==> src/common/fpd_cfg.svh <==
// constants of the function code decoder: codes, sub-codes, exception values
`ifndef FPD_CFG_SVH
`define FPD_CFG_SVH
`define FPD_FC_RD_COILS 8'h01
`define FPD_FC_RD_DISC 8'h02
`define FPD_FC_RD_HOLD 8'h03
`define FPD_FC_RD_INREG 8'h04
`define FPD_FC_WR_COIL 8'h05
`define FPD_FC_WR_REG 8'h06
`define FPD_FC_RD_EXCST 8'h07
`define FPD_FC_DIAG 8'h08
`define FPD_FC_EVT_CNT 8'h0B
`define FPD_FC_EVT_LOG 8'h0C
`define FPD_FC_WR_COILS 8'h0F
`define FPD_FC_WR_REGS 8'h10
`define FPD_FC_SRV_ID 8'h11
`define FPD_FC_RD_FILE 8'h14
`define FPD_FC_WR_FILE 8'h15
`define FPD_FC_MASK_WR 8'h16
`define FPD_FC_RW_REGS 8'h17
`define FPD_FC_RD_QUEUE 8'h18
`define FPD_FC_ENCAP 8'h2B
`define FPD_USER_LO_A 8'h41
`define FPD_USER_HI_A 8'h48
`define FPD_USER_LO_B 8'h64
`define FPD_USER_HI_B 8'h6E
`define FPD_USER_CNT_A 8
`define FPD_USER_CNT 19
`define FPD_EXC_FLAG 8'h80
`define FPD_FILE_REF_TYPE 8'h06
`define FPD_DIAG_SUB_MAX 16'h0012
`define FPD_DIAG_SUB_EXTRA 16'h0014
`define FPD_ENCAP_SUB_GEN 8'h0D
`define FPD_ENCAP_SUB_ID 8'h0E
`define FPD_EXC_ILLEGAL_FN 8'h01
`define FPD_EXC_ILLEGAL_VAL 8'h03
`define FPD_HDR_BYTES 4
`endif

==> src/common/fpd_pkg.sv <==
// types shared by the function code decoder
package fpd_pkg;
  typedef enum logic [4:0] {
    FK_NONE, FK_RD_DISC, FK_RD_COILS, FK_WR_COIL, FK_WR_COILS,
    FK_RD_INREG, FK_RD_HOLD, FK_WR_REG, FK_WR_REGS, FK_RW_REGS,
    FK_MASK_WR, FK_RD_QUEUE, FK_RD_FILE, FK_WR_FILE, FK_RD_EXCST,
    FK_DIAG, FK_EVT_CNT, FK_EVT_LOG, FK_SRV_ID, FK_ENCAP, FK_USER
  } fpd_kind_t;

  typedef struct packed {
    logic [7:0] data;
    logic last;
  } fpd_byte_t;

  typedef struct packed {
    fpd_kind_t kind;
    logic [7:0] fc;
    logic [15:0] subCode;
    logic [15:0] pduAddr;
    logic [16:0] elemNum;
    logic [15:0] wordIdx;
    logic [3:0] bitPos;
    logic bitAccess;
  } fpd_cmd_t;

  typedef struct packed {
    logic error;
    logic [7:0] excCode;
  } fpd_result_t;
endpackage

==> src/rtl/fpd_addr_map.sv <==
// maps a pdu address to its model element number and to a place in one shared word block
`timescale 1ns/1ps
`default_nettype none
module fpd_addr_map (
  input wire logic [15:0] pduAddr,
  input wire logic bitAccess,
  output logic [16:0] elemNum,
  output logic [15:0] wordIdx,
  output logic [3:0] bitPos
);
  always_comb begin
    // element numbers count from one, pdu addresses from zero
    elemNum = {1'b0, pduAddr} + 17'h0_0001;
    // bits and words overlay: sixteen bit addresses share one word
    if (bitAccess) begin
      wordIdx = {4'h0, pduAddr[15:4]};
      bitPos = pduAddr[3:0];
    end else begin
      wordIdx = pduAddr;
      bitPos = 4'h0;
    end
  end
endmodule
`default_nettype wire

==> src/rtl/fpd_decoder.sv <==
// request pdu function decoder and response header builder
`timescale 1ns/1ps
`default_nettype none
`include "fpd_cfg.svh"

module fpd_decoder
  import fpd_pkg::*;
(
  input wire logic ref_clk,
  input wire logic rstn,
  input wire logic reqValid,
  input wire fpd_pkg::fpd_byte_t reqByte,
  output logic reqReady,
  input wire logic [`FPD_USER_CNT-1:0] userFnEnable,
  output logic cmdValid,
  output fpd_pkg::fpd_cmd_t cmd,
  input wire logic appDone,
  input wire fpd_pkg::fpd_result_t appResult,
  output logic rspValid,
  output fpd_pkg::fpd_byte_t rspByte,
  input wire logic rspReady,
  output logic excEvent
);
  import fpd_pkg::*;

  // idle takes the code byte, recv stores up to four header bytes, eval
  // decides, app waits on the application, then the code byte and, on
  // error, the exception byte go out
  typedef enum logic [2:0] {
    ST_IDLE, ST_RECV, ST_EVAL, ST_APP, ST_RSP_FC, ST_RSP_EXC
  } fpd_state_t;

  fpd_state_t state;
  fpd_state_t next_state;
  logic [7:0] fc;
  logic [7:0] next_fc;
  // only the first four bytes after the code matter to the decode
  logic [7:0] hdr [`FPD_HDR_BYTES];
  logic [7:0] next_hdr [`FPD_HDR_BYTES];
  logic [2:0] byteCnt;
  logic [2:0] next_byteCnt;
  logic isError;
  logic next_isError;
  logic [7:0] excCode;
  logic [7:0] next_excCode;
  fpd_cmd_t next_cmd;
  logic excPulse;
  logic next_excPulse;

  fpd_kind_t kind;
  logic known;
  logic subOk;
  logic bitAcc;
  logic [15:0] sub16;
  logic [15:0] addrField;
  logic [16:0] mapElem;
  logic [15:0] mapWord;
  logic [3:0] mapBit;
  logic [4:0] userIdx;
  logic userHit;

  // address fields arrive high byte first
  assign addrField = {hdr[0], hdr[1]};

  fpd_addr_map uMap (
    .pduAddr(addrField),
    .bitAccess(bitAcc),
    .elemNum(mapElem),
    .wordIdx(mapWord),
    .bitPos(mapBit)
  );

  // user ranges are checked against a per-code enable, so only codes
  // the application really implements are forwarded
  always_comb begin
    userHit = 1'b0;
    userIdx = 5'h00;
    if (fc >= `FPD_USER_LO_A && fc <= `FPD_USER_HI_A) begin
      userIdx = 5'(fc - `FPD_USER_LO_A);
      userHit = 1'b1;
    end else if (fc >= `FPD_USER_LO_B && fc <= `FPD_USER_HI_B) begin
      userIdx = 5'(fc - `FPD_USER_LO_B + 8'(`FPD_USER_CNT_A));
      userHit = 1'b1;
    end
  end

  // code classification; anything not listed and not an enabled user code,
  // vendor-reserved codes included, stays unknown and is refused
  always_comb begin
    kind = FK_NONE;
    known = 1'b1;
    subOk = 1'b1;
    bitAcc = 1'b0;
    sub16 = 16'h0000;
    case (fc)
      `FPD_FC_RD_DISC: begin
        kind = FK_RD_DISC;
        bitAcc = 1'b1;
      end
      `FPD_FC_RD_COILS: begin
        kind = FK_RD_COILS;
        bitAcc = 1'b1;
      end
      `FPD_FC_WR_COIL: begin
        kind = FK_WR_COIL;
        bitAcc = 1'b1;
      end
      `FPD_FC_WR_COILS: begin
        kind = FK_WR_COILS;
        bitAcc = 1'b1;
      end
      `FPD_FC_RD_INREG: kind = FK_RD_INREG;
      `FPD_FC_RD_HOLD: kind = FK_RD_HOLD;
      `FPD_FC_WR_REG: kind = FK_WR_REG;
      `FPD_FC_WR_REGS: kind = FK_WR_REGS;
      `FPD_FC_RW_REGS: kind = FK_RW_REGS;
      `FPD_FC_MASK_WR: kind = FK_MASK_WR;
      `FPD_FC_RD_QUEUE: kind = FK_RD_QUEUE;
      `FPD_FC_RD_FILE: begin
        kind = FK_RD_FILE;
        // reference type follows the byte count
        sub16 = {8'h00, hdr[1]};
        subOk = (hdr[1] == `FPD_FILE_REF_TYPE);
      end
      `FPD_FC_WR_FILE: begin
        kind = FK_WR_FILE;
        sub16 = {8'h00, hdr[1]};
        subOk = (hdr[1] == `FPD_FILE_REF_TYPE);
      end
      `FPD_FC_RD_EXCST: kind = FK_RD_EXCST;
      `FPD_FC_DIAG: begin
        kind = FK_DIAG;
        sub16 = {hdr[0], hdr[1]};
        subOk = (sub16 <= `FPD_DIAG_SUB_MAX) || (sub16 == `FPD_DIAG_SUB_EXTRA);
      end
      `FPD_FC_EVT_CNT: kind = FK_EVT_CNT;
      `FPD_FC_EVT_LOG: kind = FK_EVT_LOG;
      `FPD_FC_SRV_ID: kind = FK_SRV_ID;
      `FPD_FC_ENCAP: begin
        kind = FK_ENCAP;
        sub16 = {8'h00, hdr[0]};
        subOk = (hdr[0] == `FPD_ENCAP_SUB_GEN) || (hdr[0] == `FPD_ENCAP_SUB_ID);
      end
      default: begin
        // vendor-reserved codes land here too and are never claimed
        if (userHit && userFnEnable[userIdx]) begin
          kind = FK_USER;
        end else begin
          known = 1'b0;
        end
      end
    endcase
  end

  // handshakes decode straight from the state register, so they
  // never lag the state by a cycle
  assign reqReady = (state == ST_IDLE) || (state == ST_RECV);
  assign cmdValid = (state == ST_APP);
  assign rspValid = (state == ST_RSP_FC) || (state == ST_RSP_EXC);
  assign excEvent = excPulse;

  // the response byte is a pure decode of registered state
  always_comb begin
    rspByte.data = 8'h00;
    rspByte.last = 1'b0;
    if (state == ST_RSP_FC) begin
      // on error the top bit marks an exception; codes from 128 up are
      // already invalid and come back unchanged with that bit set
      rspByte.data = isError ? (fc | `FPD_EXC_FLAG) : fc;
      rspByte.last = 1'b0;
    end else if (state == ST_RSP_EXC) begin
      rspByte.data = excCode;
      rspByte.last = 1'b1;
    end
  end

  // payload past the header is left to the application; this block
  // only answers with the function code and, on error, the reason
  always_comb begin
    next_state = state;
    next_fc = fc;
    next_hdr = hdr;
    next_byteCnt = byteCnt;
    next_isError = isError;
    next_excCode = excCode;
    next_cmd = cmd;
    next_excPulse = 1'b0;
    case (state)
      ST_IDLE: begin
        if (reqValid) begin
          next_fc = reqByte.data;
          next_byteCnt = 3'd0;
          for (int i = 0; i < `FPD_HDR_BYTES; i++) begin
            next_hdr[i] = 8'h00;
          end
          next_state = reqByte.last ? ST_EVAL : ST_RECV;
        end
      end
      ST_RECV: begin
        if (reqValid) begin
          // bytes past the header are taken and dropped, so a long pdu
          // still drains and the link never stalls
          if (byteCnt < 3'(`FPD_HDR_BYTES)) begin
            next_hdr[byteCnt[1:0]] = reqByte.data;
            next_byteCnt = byteCnt + 3'd1;
          end
          if (reqByte.last) begin
            next_state = ST_EVAL;
          end
        end
      end
      ST_EVAL: begin
        // cmd is registered here and held until the next decode
        next_cmd.kind = kind;
        next_cmd.fc = fc;
        next_cmd.subCode = sub16;
        next_cmd.pduAddr = addrField;
        next_cmd.elemNum = mapElem;
        next_cmd.wordIdx = mapWord;
        next_cmd.bitPos = mapBit;
        next_cmd.bitAccess = bitAcc;
        if (!known) begin
          next_isError = 1'b1;
          next_excCode = `FPD_EXC_ILLEGAL_FN;
          next_excPulse = 1'b1;
          next_state = ST_RSP_FC;
        end else if (!subOk) begin
          next_isError = 1'b1;
          next_excCode = `FPD_EXC_ILLEGAL_VAL;
          next_excPulse = 1'b1;
          next_state = ST_RSP_FC;
        end else begin
          next_isError = 1'b0;
          next_excCode = 8'h00;
          next_state = ST_APP;
        end
      end
      ST_APP: begin
        // appDone is only looked at while the command is offered
        if (appDone) begin
          next_isError = appResult.error;
          next_excCode = appResult.excCode;
          next_excPulse = appResult.error;
          next_state = ST_RSP_FC;
        end
      end
      ST_RSP_FC: begin
        if (rspReady) begin
          // a positive answer ends here; its payload is the application's
          next_state = isError ? ST_RSP_EXC : ST_IDLE;
        end
      end
      ST_RSP_EXC: begin
        if (rspReady) begin
          next_state = ST_IDLE;
        end
      end
      default: next_state = ST_IDLE;
    endcase
  end

  // synchronous reset; one low edge is enough to abort any transfer
  always_ff @(posedge ref_clk) begin
    if (!rstn) begin
      state <= ST_IDLE;
      fc <= 8'h00;
      for (int i = 0; i < `FPD_HDR_BYTES; i++) begin
        hdr[i] <= 8'h00;
      end
      byteCnt <= 3'd0;
      isError <= 1'b0;
      excCode <= 8'h00;
      cmd <= '0;
      excPulse <= 1'b0;
    end else begin
      state <= next_state;
      fc <= next_fc;
      hdr <= next_hdr;
      byteCnt <= next_byteCnt;
      isError <= next_isError;
      excCode <= next_excCode;
      cmd <= next_cmd;
      excPulse <= next_excPulse;
    end
  end
endmodule
`default_nettype wire

==> config.mk <==
export PLATFORM = sky130hd
export DESIGN_NAME = fpd_decoder
export DESIGN_NICKNAME = d
export VERILOG_FILES = /design/src/common/fpd_pkg.sv /design/src/rtl/fpd_addr_map.sv /design/src/rtl/fpd_decoder.sv
export VERILOG_INCLUDE_DIRS = /design/src /design/src/common
export SDC_FILE = /design/constraint.sdc
export NUM_CORES = 1
export LEC_CHECK = 0
export BUFFER_PORTS_ARGS = -buffer_cell sky130_fd_sc_hd__buf_4
export CORE_MARGIN = 5
export CORE_UTILIZATION = 43
export DETAILED_ROUTE_END_ITERATION = 12
export PLACE_DENSITY = 0.66
export SLEW_MARGIN = 0
export SYNTH_ARGS = -nofsm -noshare
export SYNTH_HDL_FRONTEND = slang
export SYNTH_SLANG_ARGS = --single-unit
==> constraint.sdc <==
create_clock -name ref_clk -period 3.04 [get_ports ref_clk]
set_input_delay 0.456 -clock ref_clk [delete_from_list [all_inputs] [get_ports ref_clk]]
set_output_delay 0.456 -clock ref_clk [all_outputs]
set_load 0.02 [all_outputs]
==> results of run 1 <==
## final cells by class
type | instances | share of cell area
clock inverters | 5 | 0.00697
well taps | 184 | 0.0285
multi-input cells | 583 | 0.423
repair buffers | 169 | 0.162
flip-flops and latches | 123 | 0.305
clock buffers | 26 | 0.0655
inverters | 20 | 0.00945
## cells in the mapped netlist (2+ instances only)
library cell	count	area share
a21oi_1	80	0.064
and2_1	6	0.0060
inv_1	18	0.011
a21o_1	6	0.0072
o21ai_0	19	0.015
buf_2	2	0.0016
a211oi_1	28	0.034
xor2_1	10	0.014
xnor2_1	8	0.011
nand3b_1	2	0.0024
nand2b_1	4	0.0040
nor3_1	28	0.023
nor2_1	92	0.056
and3_1	6	0.0060
o311ai_0	2	0.0028
a31oi_1	3	0.0030
ha_1	15	0.030
o2111ai_1	3	0.0042
mux2i_1	21	0.034
o21a_1	3	0.0036
o22ai_1	6	0.0060
a221oi_1	9	0.013
nand4_1	2	0.0020
clkbuf_1	60	0.036
o211ai_1	3	0.0036
nand2_1	118	0.071
nor4_1	7	0.0070
or3_1	4	0.0040
o21ai_1	5	0.0040
a22oi_1	21	0.025
a2bb2oi_1	3	0.0042
mux2_2	2	0.0036
o31ai_1	2	0.0024
dfxtp_1	123	0.40
nand3_1	28	0.023
buf_6	3	0.0054
buf_1	6	0.0036
o221ai_1	5	0.0070
o221ai_2	2	0.0048
a311oi_1	2	0.0028
nor2b_1	4	0.0040
## per-layer routing
metal | global-route usage | part of all wire
met1 | 0.318 | 0.48
met2 | 0.339 | 0.46
met3 | 0.0549 | 0.051
met4 | 0.0538 | 0.013
met5 | 0 | 0
## report_power, final
group	internal, W	switching, W	leakage (nW)
sequential	0.00187	0.000207	0.997
combinational	0.000954	0.00149	1.93
clock	0.00127	0.000698	0.288
total	0.00410	0.00239	3.21
## registers in the layout, indices dropped and copies added (netlist names)
signal / flops
excEvent: 1
byteCnt: 3
cmd: 83
isError: 1
fc: 8
addrField: 16
excCode: 8
state: 3
## layout by cell type, fill, tap and decap left out, types with 4 or more instances in the layout
master and n:
a211oi_1 28, a21o_1 6, a21oi_1 80, a221oi_1 9, a22oi_1 21, and2_1 6, and3_1 6, buf_4 166
clkbuf_16 17, clkbuf_8 7, dfxtp_1 123, ha_1 15, inv_1 18, mux2i_1 21, nand2_1 117, nand2b_1 4
nand3_1 28, nor2_1 91, nor2b_1 4, nor3_1 28, nor4_1 6, o21ai_0 19, o21ai_1 5, o221ai_1 5
o22ai_1 6, xnor2_1 8, xor2_1 10
## worst paths after layout
check | end | slack, ns | cells after the start
worst min register to register | excCode[6] | 0.45 | 2
worst min-delay path | fc[3] | 0.32 | 3
worst max-delay path | excEvent | 0.23 | 10
worst max register to register | excEvent | 0.23 | 10
## logic make-up (layout without fill, tap and decap cells)
logic type | Yosys count | after routing | synth area share
and+or+nand+nor | 309 | 309 | 0.220
muxes | 23 | 23 | 0.0374
buffers and inverters | 91 | 220 | 0.0589
xor gates and xnor gates | 18 | 18 | 0.0253
adders and majority gates | 15 | 15 | 0.0302
AOI/OAI and AO/OA | 218 | 218 | 0.232
DFF | 123 | 123 | 0.396
## worst max-delay path, cell delays in order (launching register included)
cell and delay [ns]:
dfxtp_1 0.43, inv_1 0.12, ha_1 0.23, and4bb_2 0.27, nor3_4 0.18, mux2_2 0.44
a221o_1 0.33, a31o_1 0.20, o21a_2 0.14, a21o_1 0.19, a211oi_2 0.19
## metrics by stage
stage	utilization	hold slack, ns	worst slack [ns]	power, W	area (um^2)
after floorplan	-	0.432	0.0129	0.00368	6230
after global placement	0.521	0.440	0.175	0.00454	7490
after detailed placement	0.521	0.443	0.146	0.00455	7490
after CTS	0.562	0.307	0.137	0.00652	8070
after global routing	0.562	0.316	0.0384	0.00687	8080
final	0.562	0.325	0.228	0.00649	8080
## what timing repair did
| action | 4_1_cts | 5_1_grt |
|---|---|---|
| hold endpoints to repair | 0 | 0 |
| resized for setup | 0 | 2 |
| endpoints found under the setup margin | 0 | 6 |
==> results.toml, run 1 <==
[floorplan]
dieArea_mm2 = 0.0170
rows = 44
die_w_um = 130
die_h_um = 130
io_pins = 138
start_util = 0.433
core_mm2 = 0.0144

[place]
dp_hpwl_um = 12800
placed_cells = 1079
gp_congestion = 0.859
io_buffers = 137

[critical_path]
start_kind = "flip-flop"
required_ns = 3.37
critPathCaptureType = "flip-flop"
path_max_fanout = 10
timing.rr.start = "fc[2]"
startpoint = "fc[2]"
cp_data_arrival_time_ns = 3.14
setup.worst_path.class = "flip-flop to flip-flop"

[finish]
area_growth_pct = 29.9
multi_input_area_mm2 = 0.00342
fin_nets = 971
antennaDiodeCount = 0
nFillCells = 1387
drive_gt1_frac = 0.235
fin_cells = 1110
seqCellArea_mm2 = 0.00246

[sta]
hold_viol = 0
worst_pin_slew_ns = 0.664
maxSlewHeadroom = 0.554
setup_violations = 0
skew_ns = 0.00860
rsz0062_at_grt = "false"
finalCritPeriodShare = 0.925
finalSetupTns_ns = 0
slew_viol_final = 0
clock.fmax_mhz = 356
post-route-min-period_ns = 2.81

[clock_network]
cts_tree = "done"
postCtsHoldBufs = 0
cts.path.max_buffers = 2
clk_pin_slew_ns = 0.06
cts_setup_buffers = 0
insertion_delay_ns = 0.41
htreeDepth = 4
clkSinkCount = 123
cts_made_buffers = 17
root_buffer = "clkbuf_16"

[synthesis]
ys_warn_count = 0
synth_edf_count = 0
synth_cell_types = 67
synthesis.nets = 854
netlist_area_mm2 = 0.00622
async_flop_share = 0
netlist_instances = 797
yosysSeqAreaShare = 0.396
syn_avg_cell_area_um2 = 7.80
yosys_most_used_dff = "dfxtp_1"
ys_seq_elements = 123

[global_routing]
grt_usage = 0.223
grt_pass1_wl_um = 29800
antenna_found_initial = 0
grt_max_degree = 107
grt_overflow = 0
grt_pass1_vias = 5726

[route]
vias = 6137
drt_iter0_drc = 427
first_pass_iters = 5
avgViaCountPerCell = 5.53
postRouteAntennaNets = 0
post_drt_wl_per_cell_um = 16.8
drc = 0
drt_wl_total_um = 18600

[worst_hold_path]
hold_path_class = "input port to flip-flop"
min_from = "reqByte[4]"

[run]
max-cap-violations = 0

[power]
p_per_area_mw_per_mm2 = 804
leakagePower_nw = 3.21
ir_drop_uv = 615

[outcome]
status = "finished clean"
(Power assumes the default switching activity.)
==> run 2, diff against run 1 <==
- CORE_UTILIZATION: 43 -> 45
- PLACE_DENSITY: 0.66 -> 0.69
==> results.toml, run 2 (synthesis results as in run 1) <==
[outcome]
status = "finished clean"

[sta]
finalCritPeriodShare = 0.934
finalSetupTns_ns = 0
slew_viol_final = 0
setup_violations = 0
worst_pin_slew_ns = 0.698
rsz0062_at_grt = "false"
skew_ns = 0.0152
maxSlewHeadroom = 0.534
post-route-min-period_ns = 2.84
hold_viol = 0
clock.fmax_mhz = 352

[place]
io_buffers = 137
gp_congestion = 0.931
dp_hpwl_um = 12700

[power]
pwr-share-clk = 0.297
p_comb_frac = 0.375
p_per_area_mw_per_mm2 = 795
ir_drop_uv = 423
totalPowerFinal_w = 0.00638
leakagePower_nw = 3.20
seqPwrFrac = 0.328
switching_share = 0.372
p_int_w = 0.00401
power.net_switching_w = 0.00238

[clock_network]
clkSinkCount = 123
cts_tree = "done"
htreeDepth = 4
insertion_delay_ns = 0.42
clk_pin_slew_ns = 0.06
cts_setup_buffers = 0
cts_made_buffers = 17
root_buffer = "clkbuf_16"
cts.path.max_buffers = 2

[global_routing]
met2_usage = 0.360
grt_max_degree = 77
grt_overflow = 0
antenna_found_initial = 0
use_met3 = 0.0573
grt_busiest_layer = "met2"
grt_use_met1 = 0.298
grt_pass1_vias = 5877
grt_usage = 0.224
grt_pass1_wl_um = 29400

[route]
postRouteAntennaNets = 0
post_drt_wl_per_cell_um = 16.6
vias = 6172
avgViaCountPerCell = 5.57
drt_iter0_drc = 503
drc = 0
first_pass_iters = 6
drt_wl_total_um = 18400

[finish]
antennaDiodeCount = 0
multi_input_area_mm2 = 0.00342
fin_nets = 972
largest_register_ffs = 83
layout_common_cells = "169 x buf_4, 123 x dfxtp_1, 117 x nand2_1, 91 x nor2_1, 80 x a21oi_1"
seqCellArea_mm2 = 0.00246
final_common_cell = "buf_4"
area_growth_pct = 29.1
largest_register = "cmd"
nFillCells = 1311
drive_gt1_frac = 0.235

[run]
max-cap-violations = 0

[critical_path]
cpPeakStageDelay_ns = 0.45
path_buf_inv = 1
start_kind = "flip-flop"
path_max_fanout = 10
cp_cell_sequence = "inv_1 > ha_1 > and4bb_2 > nor3_4 > mux2_2 > a221o_1 > a31o_1 > o21a_2 > a21o_1 > o211ai_1"
critPathCaptureType = "flip-flop"
cp_top_family = "compound AO/OA/AOI/OAI gates"
required_ns = 3.38
crit_slowest_cell = "dfxtp_1"
worst_r2r_path_depth = 10
path_depth = 10
cp_data_arrival_time_ns = 3.18
r2r_slack_ns = 0.20
setup.worst_path.class = "flip-flop to flip-flop"

[worst_hold_path]
whs_path_depth = 3
hold_path_class = "input port to flip-flop"

[floorplan]
dieArea_mm2 = 0.0163
start_util = 0.453
die_w_um = 128
die_h_um = 128
rows = 43
io_pins = 138
core_mm2 = 0.0137
[run 2: changes by cell type in the layout (fill, tap and decap cells not counted)]
| cell | previous run | this run |
|---|---|---|
| buf_4 | 166 | 169 |
| clkbuf_8 | 7 | 4 |
| clkinv_2 | 3 | 6 |
| buf_12 | 3 | 1 |
| clkbuf_1 | 2 | 4 |
| clkinvlp_4 | 1 | 0 |
[run 2: final timing paths]
path	from	to
max reg2reg	fc[3]	isError
min reg2reg	cmd[64]	cmd[64]
min	reqByte[4]	fc[3]
max	fc[3]	isError
[run 2: power by group through the flow]
| stage | Clock (W) | Combinational (W) | Sequential (W) |
|---|---|---|---|
| 5_1_grt | 0.00200 | 0.00263 | 0.00212 |
| 3_3_place_gp | 0 | 0.00237 | 0.00212 |
| 3_5_place_dp | 0 | 0.00238 | 0.00212 |
| 2_1_floorplan | 0 | 0.00142 | 0.00226 |
| 4_1_cts | 0.00192 | 0.00239 | 0.00209 |
| 6_report | 0.00190 | 0.00240 | 0.00209 |
[run 2: timing repair]
action / in CTS / in global routing
resized for setup: 0 / 2
hold buffers: 0 / 0
endpoints found under the setup margin: 0 / 6
[run 2: metal layers]
| layer | share of wire | wire length (um) | vias to the layer above |
|---|---|---|---|
| met3 | 0.069 | 1260 | 24 |
| met4 | 0.013 | 246 | 0 |
| met5 | 0 | 0 | - |
| met2 | 0.47 | 8620 | 201 |
| li1 | - | - | 3063 |
| met1 | 0.45 | 8230 | 2884 |
[run 2: stage by stage]
| stage | utilization | cells | setup WS, ns | hold slack, ns | instance area [um^2] |
|---|---|---|---|---|---|
| after floorplan | - | 797 | 0.0129 | 0.432 | 6230 |
| after global placement | 0.544 | 1076 | 0.219 | 0.440 | 7460 |
| after detailed placement | 0.544 | 1076 | 0.145 | 0.444 | 7460 |
| after CTS | 0.585 | 1108 | 0.139 | 0.299 | 8020 |
| after global routing | 0.585 | 1108 | 0.0129 | 0.310 | 8030 |
| final | 0.585 | 1108 | 0.201 | 0.307 | 8030 |
[run 2: worst reg2reg max path, cell delays in order (launching register included)]
cell	delay [ns]
dfxtp_1	0.45
inv_1	0.10
ha_1	0.23
and4bb_2	0.28
nor3_4	0.18
mux2_2	0.44
a221o_1	0.33
a31o_1	0.20
o21a_2	0.14
a21o_1	0.22
o211ai_1	0.18
[run 2: area by class of cell]
cell class	count	share of cell area
timing repair buffer	170	0.161
clock inverter	7	0.00795
tap	180	0.0281
multi-input combinational	583	0.426
inverter	20	0.00951
sequential	123	0.307
clock buffer	25	0.0617
